`src/iot_cfg.svh`:
```
// register offsets, field positions, reset values and timing constants
// assumes a 32-bit register port with byte addresses on word boundaries
`ifndef IOT_CFG_SVH
`define IOT_CFG_SVH

// register byte offsets
`define IOT_REG_CTRL  8'h00
`define IOT_REG_TDLY  8'h04
`define IOT_REG_RDLY  8'h08
`define IOT_REG_RDUR  8'h0c
`define IOT_REG_INV   8'h10
`define IOT_REG_OEN   8'h14
`define IOT_REG_IFEN  8'h18
`define IOT_REG_LSEL  8'h1c
`define IOT_REG_PORTS 8'h20
`define IOT_REG_STAT  8'h24
`define IOT_REG_OUTS  8'h28

// control register fields
`define IOT_CTRL_RUN  0
`define IOT_CTRL_ENC  1
`define IOT_CTRL_ALL  2
`define IOT_CTRL_SIG  3
`define IOT_CTRL_NPN  5
`define IOT_CTRL_JOB  6

// interface enable fields
`define IOT_IF_IO     0
`define IOT_IF_SER    1
`define IOT_IF_NET    2
`define IOT_IF_FB     3

// reset values
`define IOT_NET_CMD   16'h07d6
`define IOT_NET_DAT   16'h07d5
`define IOT_IFEN_RST  4'hf

// timing
`define IOT_CLK_NS    4
`define IOT_TICK_MS   1
`define IOT_NS_PER_MS 1000000

`endif

```
`src/iot_pkg.sv`:
```
// types shared by the output timing block
// assumes iot_cfg.svh for numeric constants
package iot_pkg;

	typedef enum logic [1:0] {
		IOT_IDLE = 2'b00,
		IOT_TDLY = 2'b01,
		IOT_EVAL = 2'b10
	} iot_state_type;

	typedef enum logic [1:0] {
		IOT_SIG_RESULT = 2'b00,
		IOT_SIG_TRIG   = 2'b01,
		IOT_SIG_DUR    = 2'b10,
		IOT_SIG_RSVD   = 2'b11
	} iot_sig_type;

	typedef struct packed {
		logic        wr;
		logic        rd;
		logic [7:0]  addr;
		logic [31:0] wdata;
	} iot_bus_type;

endpackage : iot_pkg

```
`src/iot_timing.sv`:
```
// trigger, result delay and output signalling for an inspection sensor
// assumes one 250 MHz clock, an evaluation engine on the same clock,
// and trigger and encoder pins that are asynchronous to it
//
// What this block does
// - wait trigger delay before starting evaluation
// - encoder mode counts steps instead of ms
// - result delay on all outputs or ejector
// - result delay measured from the trigger
// - result duration holds output level
// - job change or config mode drops pending
// - config mode returns outputs to default
// - invert flips default and result level
// - change on result holds until next
// - change on trigger clears outputs inactive, output 0 only in all-delay mode
// - valid duration returns output inactive
// - ready high only when trigger acceptable
// - valid high only with valid results
// - NPN inverts every output level
// - separate enable per output and interface
// - logic-only outputs over data interfaces
// - logic output picks detector or expression
// - network ports default 2006 and 2005
// - trigger drops ready and valid
// - all-delay: ready at end, valid later
//
// Design decisions made here: the address-and-strobe port and the address map.
`timescale 1ns/1ns
`include "iot_cfg.svh"

module iot_timing #(
	parameter int NOUT      = 5,
	parameter int NLOG      = 4,
	parameter int DEPTH     = 4,
	parameter int MS_CYCLES = `IOT_TICK_MS * `IOT_NS_PER_MS / `IOT_CLK_NS
) (
	// clock and reset
	input  wire logic              sys_clk,
	input  wire logic              sys_rst,
	// register port
	input  wire iot_pkg::iot_bus_type bus,
	output logic [31:0]            rdata,
	// pins from the field
	input  wire logic              trig_pin,
	input  wire logic              enc_pin,
	// evaluation engine
	output logic                   eval_start,
	input  wire logic              eval_done,
	input  wire logic [NOUT-1:0]   eval_res,
	input  wire logic [NLOG-1:0]   det_res,
	input  wire logic [NLOG-1:0]   expr_res,
	// output pins
	output logic [NOUT-1:0]        out_pin,
	output logic                   ready_pin,
	output logic                   valid_pin,
	// data interfaces
	output logic [NLOG-1:0]        ser_logic,
	output logic [NLOG-1:0]        net_logic,
	output logic [NLOG-1:0]        fb_logic,
	output logic [15:0]            net_cmd_port,
	output logic [15:0]            net_dat_port
);
	import iot_pkg::*;

	localparam int AW = (DEPTH > 1) ? $clog2(DEPTH) : 1;

	typedef struct packed {
		iot_state_type               st;
		logic [2:0]                  trg_s;
		logic [2:0]                  enc_s;
		logic [31:0]                 div;
		logic [31:0]                 now;
		logic [31:0]                 tstamp;
		logic                        run;
		logic                        enc;
		logic                        all;
		iot_sig_type                 sig;
		logic                        npn;
		logic [31:0]                 tdly;
		logic [31:0]                 rdly;
		logic [31:0]                 rdur;
		logic [NOUT-1:0]             inv;
		logic [NOUT-1:0]             oen;
		logic [3:0]                  ifen;
		logic [NLOG-1:0]             lsel;
		logic [15:0]                 pcmd;
		logic [15:0]                 pdat;
		logic [DEPTH-1:0][31:0]      qst;
		logic [DEPTH-1:0][NOUT-1:0]  qres;
		logic [AW-1:0]               wp;
		logic [AW-1:0]               rp;
		logic [AW:0]                 qn;
		logic [NOUT-1:0]             lvl;
		logic [NOUT-1:0][31:0]       ost;
		logic [NLOG-1:0]             lg;
		logic                        rdy;
		logic                        valid;
		logic                        start;
		logic [NOUT-1:0]             pin;
		logic                        rdy_pin;
		logic                        val_pin;
		logic [3:0][NLOG-1:0]        ifo;
		logic [31:0]                 rdata;
	} iot_reg_type;

	iot_reg_type q;
	iot_reg_type d;

	logic        tick;
	logic        trg_rise;
	logic        push;
	logic        pop;
	logic        flush;
	logic        leave_run;
	logic [31:0] rd_mux;

	always_comb begin
		d         = q;
		tick      = 1'b0;
		trg_rise  = 1'b0;
		push      = 1'b0;
		pop       = 1'b0;
		flush     = 1'b0;
		leave_run = 1'b0;
		rd_mux    = 32'h0;
		d.start   = 1'b0;

		// pin synchronisers, third stage only for edge detection
		d.trg_s  = {q.trg_s[1:0], trig_pin};
		d.enc_s  = {q.enc_s[1:0], enc_pin};
		trg_rise = q.trg_s[1] & ~q.trg_s[2];

		// time base: ms ticks or encoder steps
		d.div = (q.div == 32'(MS_CYCLES - 1)) ? 32'h0 : 32'(q.div + 32'h1);
		if (q.enc) begin
			tick = q.enc_s[1] & ~q.enc_s[2];
		end else begin
			tick = (q.div == 32'(MS_CYCLES - 1));
		end
		d.now = 32'(q.now + {31'h0, tick});

		// register writes
		if (bus.wr) begin
			unique case (bus.addr)
				`IOT_REG_CTRL: begin
					d.run = bus.wdata[`IOT_CTRL_RUN];
					d.enc = bus.wdata[`IOT_CTRL_ENC];
					d.all = bus.wdata[`IOT_CTRL_ALL];
					d.sig = iot_sig_type'(bus.wdata[`IOT_CTRL_SIG +: 2]);
					d.npn = bus.wdata[`IOT_CTRL_NPN];
					flush = bus.wdata[`IOT_CTRL_JOB];
					leave_run = q.run & ~bus.wdata[`IOT_CTRL_RUN];
				end
				`IOT_REG_TDLY:  d.tdly = bus.wdata;
				`IOT_REG_RDLY:  d.rdly = bus.wdata;
				`IOT_REG_RDUR:  d.rdur = bus.wdata;
				`IOT_REG_INV:   d.inv  = bus.wdata[NOUT-1:0];
				`IOT_REG_OEN:   d.oen  = bus.wdata[NOUT-1:0];
				`IOT_REG_IFEN:  d.ifen = bus.wdata[3:0];
				`IOT_REG_LSEL:  d.lsel = bus.wdata[NLOG-1:0];
				`IOT_REG_PORTS: begin
					d.pcmd = bus.wdata[15:0];
					d.pdat = bus.wdata[31:16];
				end
				default: ;
			endcase
		end

		// valid duration: drop outputs whose hold time has run out
		if (q.sig == IOT_SIG_DUR) begin
			for (int i = 0; i < NOUT; i++) begin
				if (q.lvl[i] && (32'(q.now - q.ost[i]) >= q.rdur)) begin
					d.lvl[i] = 1'b0;
				end
			end
		end

		// trigger sequence
		unique case (q.st)
			IOT_IDLE: begin
				if (trg_rise && q.rdy) begin
					d.st     = IOT_TDLY;
					d.tstamp = q.now;
					d.valid  = 1'b0;
					if (q.sig == IOT_SIG_TRIG) begin
						d.lvl = '0;
						if (!q.all) begin
							d.lvl[0] = q.lvl[0];
						end
					end
				end
			end
			IOT_TDLY: begin
				if (32'(q.now - q.tstamp) >= q.tdly) begin
					d.st    = IOT_EVAL;
					d.start = 1'b1;
				end
			end
			IOT_EVAL: begin
				if (eval_done) begin
					d.st = IOT_IDLE;
					push = 1'b1;
					for (int k = 0; k < NLOG; k++) begin
						d.lg[k] = q.lsel[k] ? expr_res[k] : det_res[k];
					end
					if (!q.all) begin
						for (int i = 1; i < NOUT; i++) begin
							d.lvl[i] = eval_res[i];
							d.ost[i] = q.now;
						end
						d.valid = 1'b1;
					end
				end
			end
			default: d.st = IOT_IDLE;
		endcase

		// delayed results leave the queue oldest first
		if ((q.qn != '0) && (32'(q.now - q.qst[q.rp]) >= q.rdly)) begin
			pop = 1'b1;
			if (q.all) begin
				d.lvl   = q.qres[q.rp];
				d.valid = 1'b1;
				for (int i = 0; i < NOUT; i++) begin
					d.ost[i] = q.now;
				end
			end else begin
				d.lvl[0] = q.qres[q.rp][0];
				d.ost[0] = q.now;
			end
		end

		if (push) begin
			d.qst[q.wp]  = q.tstamp;
			d.qres[q.wp] = eval_res;
			d.wp         = AW'(q.wp + AW'(1));
		end
		if (pop) begin
			d.rp = AW'(q.rp + AW'(1));
		end
		d.qn = (AW+1)'(q.qn + (AW+1)'(push) - (AW+1)'(pop));

		// job change and leaving run mode drop pending results
		if (flush || leave_run) begin
			d.qn = '0;
			d.wp = '0;
			d.rp = '0;
		end
		if (leave_run) begin
			d.st    = IOT_IDLE;
			d.lvl   = '0;
			d.valid = 1'b0;
		end

		d.rdy = (d.st == IOT_IDLE) && d.run && (d.qn < (AW+1)'(DEPTH));

		// pin levels: invert and NPN act on default and result alike
		d.pin = (d.lvl & d.oen) ^ d.inv ^ {NOUT{d.npn}};
		d.rdy_pin = (d.rdy & d.ifen[`IOT_IF_IO]) ^ d.npn;
		d.val_pin = (d.valid & d.ifen[`IOT_IF_IO]) ^ d.npn;
		for (int j = 1; j < 4; j++) begin
			d.ifo[j] = d.lg & {NLOG{d.ifen[j]}};
		end
		d.ifo[0] = '0;

		// register reads, answered in the next cycle
		if (bus.rd) begin
			unique case (bus.addr)
				`IOT_REG_CTRL:  rd_mux = 32'({q.npn, q.sig, q.all, q.enc, q.run});
				`IOT_REG_TDLY:  rd_mux = q.tdly;
				`IOT_REG_RDLY:  rd_mux = q.rdly;
				`IOT_REG_RDUR:  rd_mux = q.rdur;
				`IOT_REG_INV:   rd_mux = 32'(q.inv);
				`IOT_REG_OEN:   rd_mux = 32'(q.oen);
				`IOT_REG_IFEN:  rd_mux = 32'(q.ifen);
				`IOT_REG_LSEL:  rd_mux = 32'(q.lsel);
				`IOT_REG_PORTS: rd_mux = {q.pdat, q.pcmd};
				`IOT_REG_STAT:  rd_mux = 32'({q.qn, q.st, q.valid, q.rdy});
				`IOT_REG_OUTS:  rd_mux = 32'({q.lg, q.lvl});
				default:        rd_mux = 32'h0;
			endcase
		end
		d.rdata = rd_mux;
	end

	always_ff @(posedge sys_clk) begin
		if (sys_rst) begin
			q      <= '0;
			q.st   <= IOT_IDLE;
			q.sig  <= IOT_SIG_RESULT;
			q.oen  <= '1;
			q.ifen <= `IOT_IFEN_RST;
			q.pcmd <= `IOT_NET_CMD;
			q.pdat <= `IOT_NET_DAT;
		end else begin
			q <= d;
		end
	end

	assign rdata        = q.rdata;
	assign eval_start   = q.start;
	assign out_pin      = q.pin;
	assign ready_pin    = q.rdy_pin;
	assign valid_pin    = q.val_pin;
	assign ser_logic    = q.ifo[`IOT_IF_SER];
	assign net_logic    = q.ifo[`IOT_IF_NET];
	assign fb_logic     = q.ifo[`IOT_IF_FB];
	assign net_cmd_port = q.pcmd;
	assign net_dat_port = q.pdat;

endmodule : iot_timing

```
`config.mk`:
```
export PLATFORM = sky130hd
export DESIGN_NAME = iot_timing
export DESIGN_NICKNAME = d
export VERILOG_FILES = /design/src/iot_pkg.sv /design/src/iot_timing.sv
export VERILOG_INCLUDE_DIRS = /design/src
export SDC_FILE = /design/constraint.sdc
export NUM_CORES = 2
export LEC_CHECK = 0
export BUFFER_PORTS_ARGS = -buffer_cell sky130_fd_sc_hd__clkbuf_2
export CORE_MARGIN = 2
export CORE_UTILIZATION = 50
export DETAILED_ROUTE_END_ITERATION = 8
export HOLD_SLACK_MARGIN = 0.05
export PLACE_DENSITY = 0.7
export SETUP_SLACK_MARGIN = 0.05
export SLEW_MARGIN = 20
export SYNTH_ARGS = -nofsm -noshare
export SYNTH_HDL_FRONTEND = slang
export SYNTH_SLANG_ARGS = --single-unit
```
`constraint.sdc`:
```
create_clock -name sys_clk -period 6.9 [get_ports sys_clk]
set_input_delay 0.69 -clock sys_clk [delete_from_list [all_inputs] [get_ports sys_clk]]
set_output_delay 0.69 -clock sys_clk [all_outputs]
set_load 0.1 [all_outputs]
```
* Word-level counts from Yosys, hierarchy flattened
Cells that the tools add are included.
Word-level totals: latch bits 0, bits in read-only memories 0, register bits 634, word-level logic and storage cells 200, bits in writable memories 0, bits of input ports 60, output and inout bits 84, memories 0
Operators by class: muxes and demuxes 69, eq/ne operators 15, shifts and indexed selects 0, $lt $le $gt $ge 11, divide/modulo/power cells 0, reductions and logical operators 26, $mul 0, bitwise logic cells 18, add/subtract/negate cells 13
Operators by type and width (number):
- two-way mux 128 bit | 4
- case mux 32 bit (11 select lines) | 1
- greater-or-equal comparator 32 bit | 7
- subtractor 32 bit | 7
- two-way mux 32 bit | 6
- two-way mux 165 bit | 1
- two-way mux 152 bit | 1
- bitwise mux 128 bit | 1
- binary-select mux 32 bit (select 2 bit) | 1
- demux 32 bit (select 2 bit) | 1
- two-way mux 5 bit | 8
- adder 32 x 1 -> 32 bit | 1
- adder 32 x 1 -> 32 bit (second input constant) | 1
- == test 32 x 18 -> 1 bit (second input constant) | 1
- == test 8 x 5 -> 1 bit (second input constant) | 4
- two-way mux 4 bit | 7
- two-way mux 1 bit | 26
- == test 8 x 6 -> 1 bit (second input constant) | 3
- bitwise mux 20 bit | 1
- == test 8 x 4 -> 1 bit (second input constant) | 2
- AND reduction 2 bit | 7
- bitwise AND 4 bit | 3
- binary-select mux 5 bit (select 2 bit) | 1
- demux 5 bit (select 2 bit) | 1
- other kinds (26) | 56

* Longest topological paths before layout
word-level depth 14, depth in mapped cells 40

* Worst setup path before layout
No wires, ideal clock.
path type register -> register, from register q[230] in the netlist's numbering, to register q, in the netlist ready_pin, buffers on the path 5, stages on the path, launching flop included 37, arrival time 7.398 ns, path slack -0.626 ns, library setup time 0.128 ns, cell sequence dfxtp_1 -> buf_1 -> buf_1 -> mux4_2 -> inv_1 -> ha_1 -> a21o_1 -> or3_1 -> o21ai_1 -> nand3_1 -> a21oi_2 -> a22oi_1 -> a221o_1 -> a21o_1 -> a21oi_1 -> xnor2_1 -> ha_1 -> nand4_1 -> nor3_1 -> nand2_1 -> o21a_1 -> buf_6 -> inv_4 -> clkbuf_1 -> clkbuf_1 -> ha_1 -> inv_1 -> ha_1 -> fa_1 -> xnor2_1 -> xnor2_1 -> o21ai_0 -> o21ai_0 -> nand3_1 -> nor2_1 -> xor2_1 -> nor2_1
Between the ends: word-level cells in the longest chain between the ends 12
RTL lines:
- start: declaration | RTL line iot_timing.sv:106 | iot_reg_type q;
- binary-select mux 32 bit (select 2 bit) | RTL line iot_timing.sv:219 | if ((q.qn != '0) && (32'(q.now - q.qst[q.rp]) >= q.rdly)) begin
- two-way mux 32 bit (implied by the code) | RTL line iot_timing.sv:219
- subtractor 32 bit | RTL line iot_timing.sv:219
- greater-or-equal comparator 32 bit | RTL line iot_timing.sv:219
- logical AND 1 bit | RTL line iot_timing.sv:219
- two-way mux 1 bit | RTL line iot_timing.sv:219
- subtractor 3 x 1 -> 3 bit | RTL line iot_timing.sv:241 | d.qn = (AW+1)'(q.qn + (AW+1)'(push) - (AW+1)'(pop));
- two-way mux 3 bit | RTL line iot_timing.sv:244 | if (flush || leave_run) begin
- less-than comparator 3 bit | RTL line iot_timing.sv:255 | d.rdy = (d.st == IOT_IDLE) && d.run && (d.qn < (AW+1)'(DEPTH));
- logical AND 1 bit | RTL line iot_timing.sv:255
- bitwise AND 1 bit | RTL line iot_timing.sv:259 | d.rdy_pin = (d.rdy & d.ifen[`IOT_IF_IO]) ^ d.npn;
- XOR 1 bit | RTL line iot_timing.sv:259
No other way between the ends. The select of a mux whose other input is x is not followed. A chain may end at the register's enable or synchronous reset.

* Worst setup path after layout
from register q[566] in the netlist's numbering, to register q, in the netlist out_pin[0]
Between the ends: word-level cells in the longest chain between the ends 13, elaborated cells on any way between the ends 16
RTL lines:
- subtractor 32 bit | RTL line iot_timing.sv:172 | if (q.lvl[i] && (32'(q.now - q.ost[i]) >= q.rdur)) begin
- greater-or-equal comparator 32 bit | RTL line iot_timing.sv:172
- logical AND 1 bit | RTL line iot_timing.sv:172
- two-way mux 1 bit | RTL line iot_timing.sv:172
- two-way mux 5 bit | RTL line iot_timing.sv:170 | if (q.sig == IOT_SIG_DUR) begin
- two-way mux 5 bit | RTL line iot_timing.sv:185 | if (q.sig == IOT_SIG_TRIG) begin
- two-way mux 5 bit | RTL line iot_timing.sv:181 | if (trg_rise && q.rdy) begin
- two-way mux 1 bit | RTL line iot_timing.sv:179 | unique case (q.st)
- two-way mux 165 bit (*) | RTL line iot_timing.sv:219
- two-way mux 5 bit (*) | RTL line iot_timing.sv:249 | if (leave_run) begin
- bitwise AND 5 bit (*) | RTL line iot_timing.sv:258 | d.pin = (d.lvl & d.oen) ^ d.inv ^ {NOUT{d.npn}};
- XOR 5 bit (*) (2 in series) | RTL line iot_timing.sv:258
Mark *: on every way between the ends. The rest lies on a longest branch, timed or not.

==> run metrics <==
status complete, no violations; area of the multi-input gates 24650 um2; Synth cell types 88; internal power 6.130 mW; max-cap viol count 0; Die X-Extent 287.4 um; critical path arrival 7.06 ns; VDD IR max 144.4 uV; pre-CTS setup slack 0.1639 ns; area of the mapped netlist 40150 um2; RD Place Congestion 0.9724; vias in the first global route 33220; Mean Syn Cell Area 7.907 um2; share of the synthesized area in the top cell type 31.61%; length in cells of the worst reg-to-reg path 26; Net Count, Synth 5596; clk root buf clkbuf_16; Post-synth ARST share 0%; worst setup margin 0.3059 ns; cell taking the most area after synthesis dfxtp_1; Site Rows 103; Starting Density 50.66%; Worst Hold Margin 0.3113 ns; Final Non-Filler Cells 6199; Clock Tree Buf Depth 3; CP Capture Point out_pin[0]; synth warn 0; routed wire length 126.9 mm; post-synthesis sequential area ratio 31.61%; part of the cycle the worst path needs 95.57%; Cell Pwr Density 186.1 nW/um2; Sink Count 634; DR iter-0 viols 3626; clock skew 0.03202 ns; worst r2r src q[566]; CTS tree built; all-layer global routing usage 29.73%; crit path launch q[566]; Highest Clock Rate 151.7 MHz; Worst-Margin Slew 1.147 ns; Clk pin slew, worst setup/hold paths 0.06 ns; area grow syn2layout 9.292%; drt wl/cell 20.46 um; fin area 43880 um2; first-pass GRT wire length 191.7 mm; final setup fails 0; RR Endpoint out_pin[0]; Cell Area, Placed 41430 um2; Lkg Pwr 17.79 nW; setup_tns 0 ns; Clock power frac 46.6%; nets 5621; CP startpoint kind flip-flop; share of cells above drive strength 1 8.625%; first-pass detailed-route iteration total 8; Seq cells post-synth 634; Worst R2R Setup Slack 0.31 ns; DRC Markers 0; RSZ-0062 raised after global routing true; max_slew headroom 23.54%; Psw 2.036 mW; Die Y 287.4 um; top cells by area, synth dfxtp_1 32%, ha_1 14%, a21oi_1 9.4%; Critical Path Fanout Max 6; Slowest cell on crit path a2111oi_1; Post-DP HPWL 94.46 mm; Ports 144; min Tclk post-route 6.594 ns; CTS buffer count 70; Data required, critical path 7.37 ns; Post-DRT Antenna Nets 0; Slew Viols, Final 0; pin count of the biggest net entering global routing 194; Cells after Synth 5078; CTS Hold Bufs 0; area of the die 82590 um2; Port Buf Inserts 143; initial antenna violation count 4; Fill cells 7341; Core Area 79260 um2; Synth Flop Type dfxtp_1; EDFF count, synth 0; total grt overflow 0; H-tree lvl count 3; Via Count 36220; Hold Path Class primary input to flip-flop; final hold vios 0; dpl cells 6072; crit-path max cell delay 0.49 ns; Worst-Skew Late Latency 0.64 ns; Seq pwr share 45.4%; Seq. cell area 12700 um2; Worst Setup End Kind flip-flop; CP Class flip-flop to flip-flop; combinational fraction of design power 8.0%; switch share 24.94%; DR vias/cell 5.843
worst max-delay path, delay by kind of cell (launching register included):
kind | cells | cell delay, ns
buffers and inverters | 4 | 0.69
AOI/OAI and AO/OA | 12 | 3.52
muxes | 1 | 0.19
xor gates and xnor gates | 1 | 0.20
and+or+nand+nor | 5 | 0.58
DFF | 1 | 0.35
adders and majority gates | 3 | 0.90
stage by stage:
step	util (%)	total power [mW]
after detailed placement	52.27	4.355
after floorplan	-	4.175
after CTS	55.15	8.126
after global placement	52.27	4.350
after global routing	55.37	8.394
final	55.37	8.166
repair_timing:
action	in CTS	in global routing
gates resized for setup	0	25
buffers inserted	0	9
setup endpoints to repair	0	3
state kept, by name (all words and copies together), names as in the netlist:
signal	count
net_logic	4
rdata	32
q	546
fb_logic	4
out_pin	5
ready_pin	1
d	4
ser_logic	4
net_dat_port	16
net_cmd_port	16
eval_start	1
valid_pin	1
kinds of logic after synthesis:
kind of cell | count (synthesis) | share of synthesized area, %
mux | 62 | 2.733
compound gates | 1372 | 20.62
simple gates | 1624 | 17.66
fa+ha+maj | 458 | 14.42
flops | 634 | 31.61
xor+xnor | 262 | 5.715
buf+inv | 666 | 7.248
power groups by stage:
stage               Combinational (mW)  Clock [mW]  Sequential (mW)
floorplan                        0.404           0             3.77
global placement                 0.567           0             3.78
detailed placement               0.571           0             3.78
CTS                              0.572        3.85             3.70
global route                     0.696        3.99             3.71
finish                           0.656        3.80             3.71
worst min-delay path by stage:
stage / startpoint / end / cells past startpoint
after floorplan: d[631] / d[632] / 1
after global placement: d[631] / d[632] / 1
after detailed placement: d[634] / d[635] / 1
after CTS: enc_pin / d[631] / 2
after global routing: enc_pin / d[631] / 2
final: trig_pin / d[634] / 2
area by class of cell:
cell class | count | area share (%)
clock buffer | 93 | 4.465
sequential | 634 | 28.93
clock inverter | 24 | 0.7356
antenna | 1 | 0.005702
timing repair buffer | 236 | 3.404
tap | 1050 | 2.994
inverter | 383 | 3.282
multi-input combinational | 3778 | 56.18
placed cells by master (no fill, tap or decap), drive strengths merged, types with 94 or more instances in the layout:
master | Yosys | final
o21ai | 133 | 133
clkbuf | 170 | 235
inv | 383 | 387
xor2 | 100 | 100
dfxtp | 634 | 634
a21oi | 757 | 757
ha | 450 | 450
nand2 | 947 | 947
buf | 113 | 94
xnor2 | 162 | 162
a21o | 159 | 159
nor2 | 272 | 272
synth_stat cells (all sizes together) (15+ instances only):
cell type,instances
nand2,947
a21oi,757
dfxtp,634
ha,450
inv,383
nor2,272
clkbuf,170
xnor2,162
a21o,159
o21ai,133
buf,113
xor2,100
nand3,80
a22oi,63
nand4,50
nand2b,45
nor2b,45
and3,37
mux4,37
o21a,33
o21bai,33
nor3,30
mux2i,24
nand3b,24
a211oi,20
and2,20
o211ai,20
a31oi,17
or3,17
o31ai,15
metal layers:
| layer | track usage, % | part of all wire, % | up-vias |
|---|---|---|---|
| met5 | 0 | 0.029 | - |
| met4 | 11.77 | 4.1 | 6 |
| met3 | 5.619 | 9.2 | 240 |
| met2 | 45.31 | 43 | 1447 |
| met1 | 41.31 | 44 | 17050 |
| li1 | - | - | 17480 |
Power figures use the tool's default switching activity.
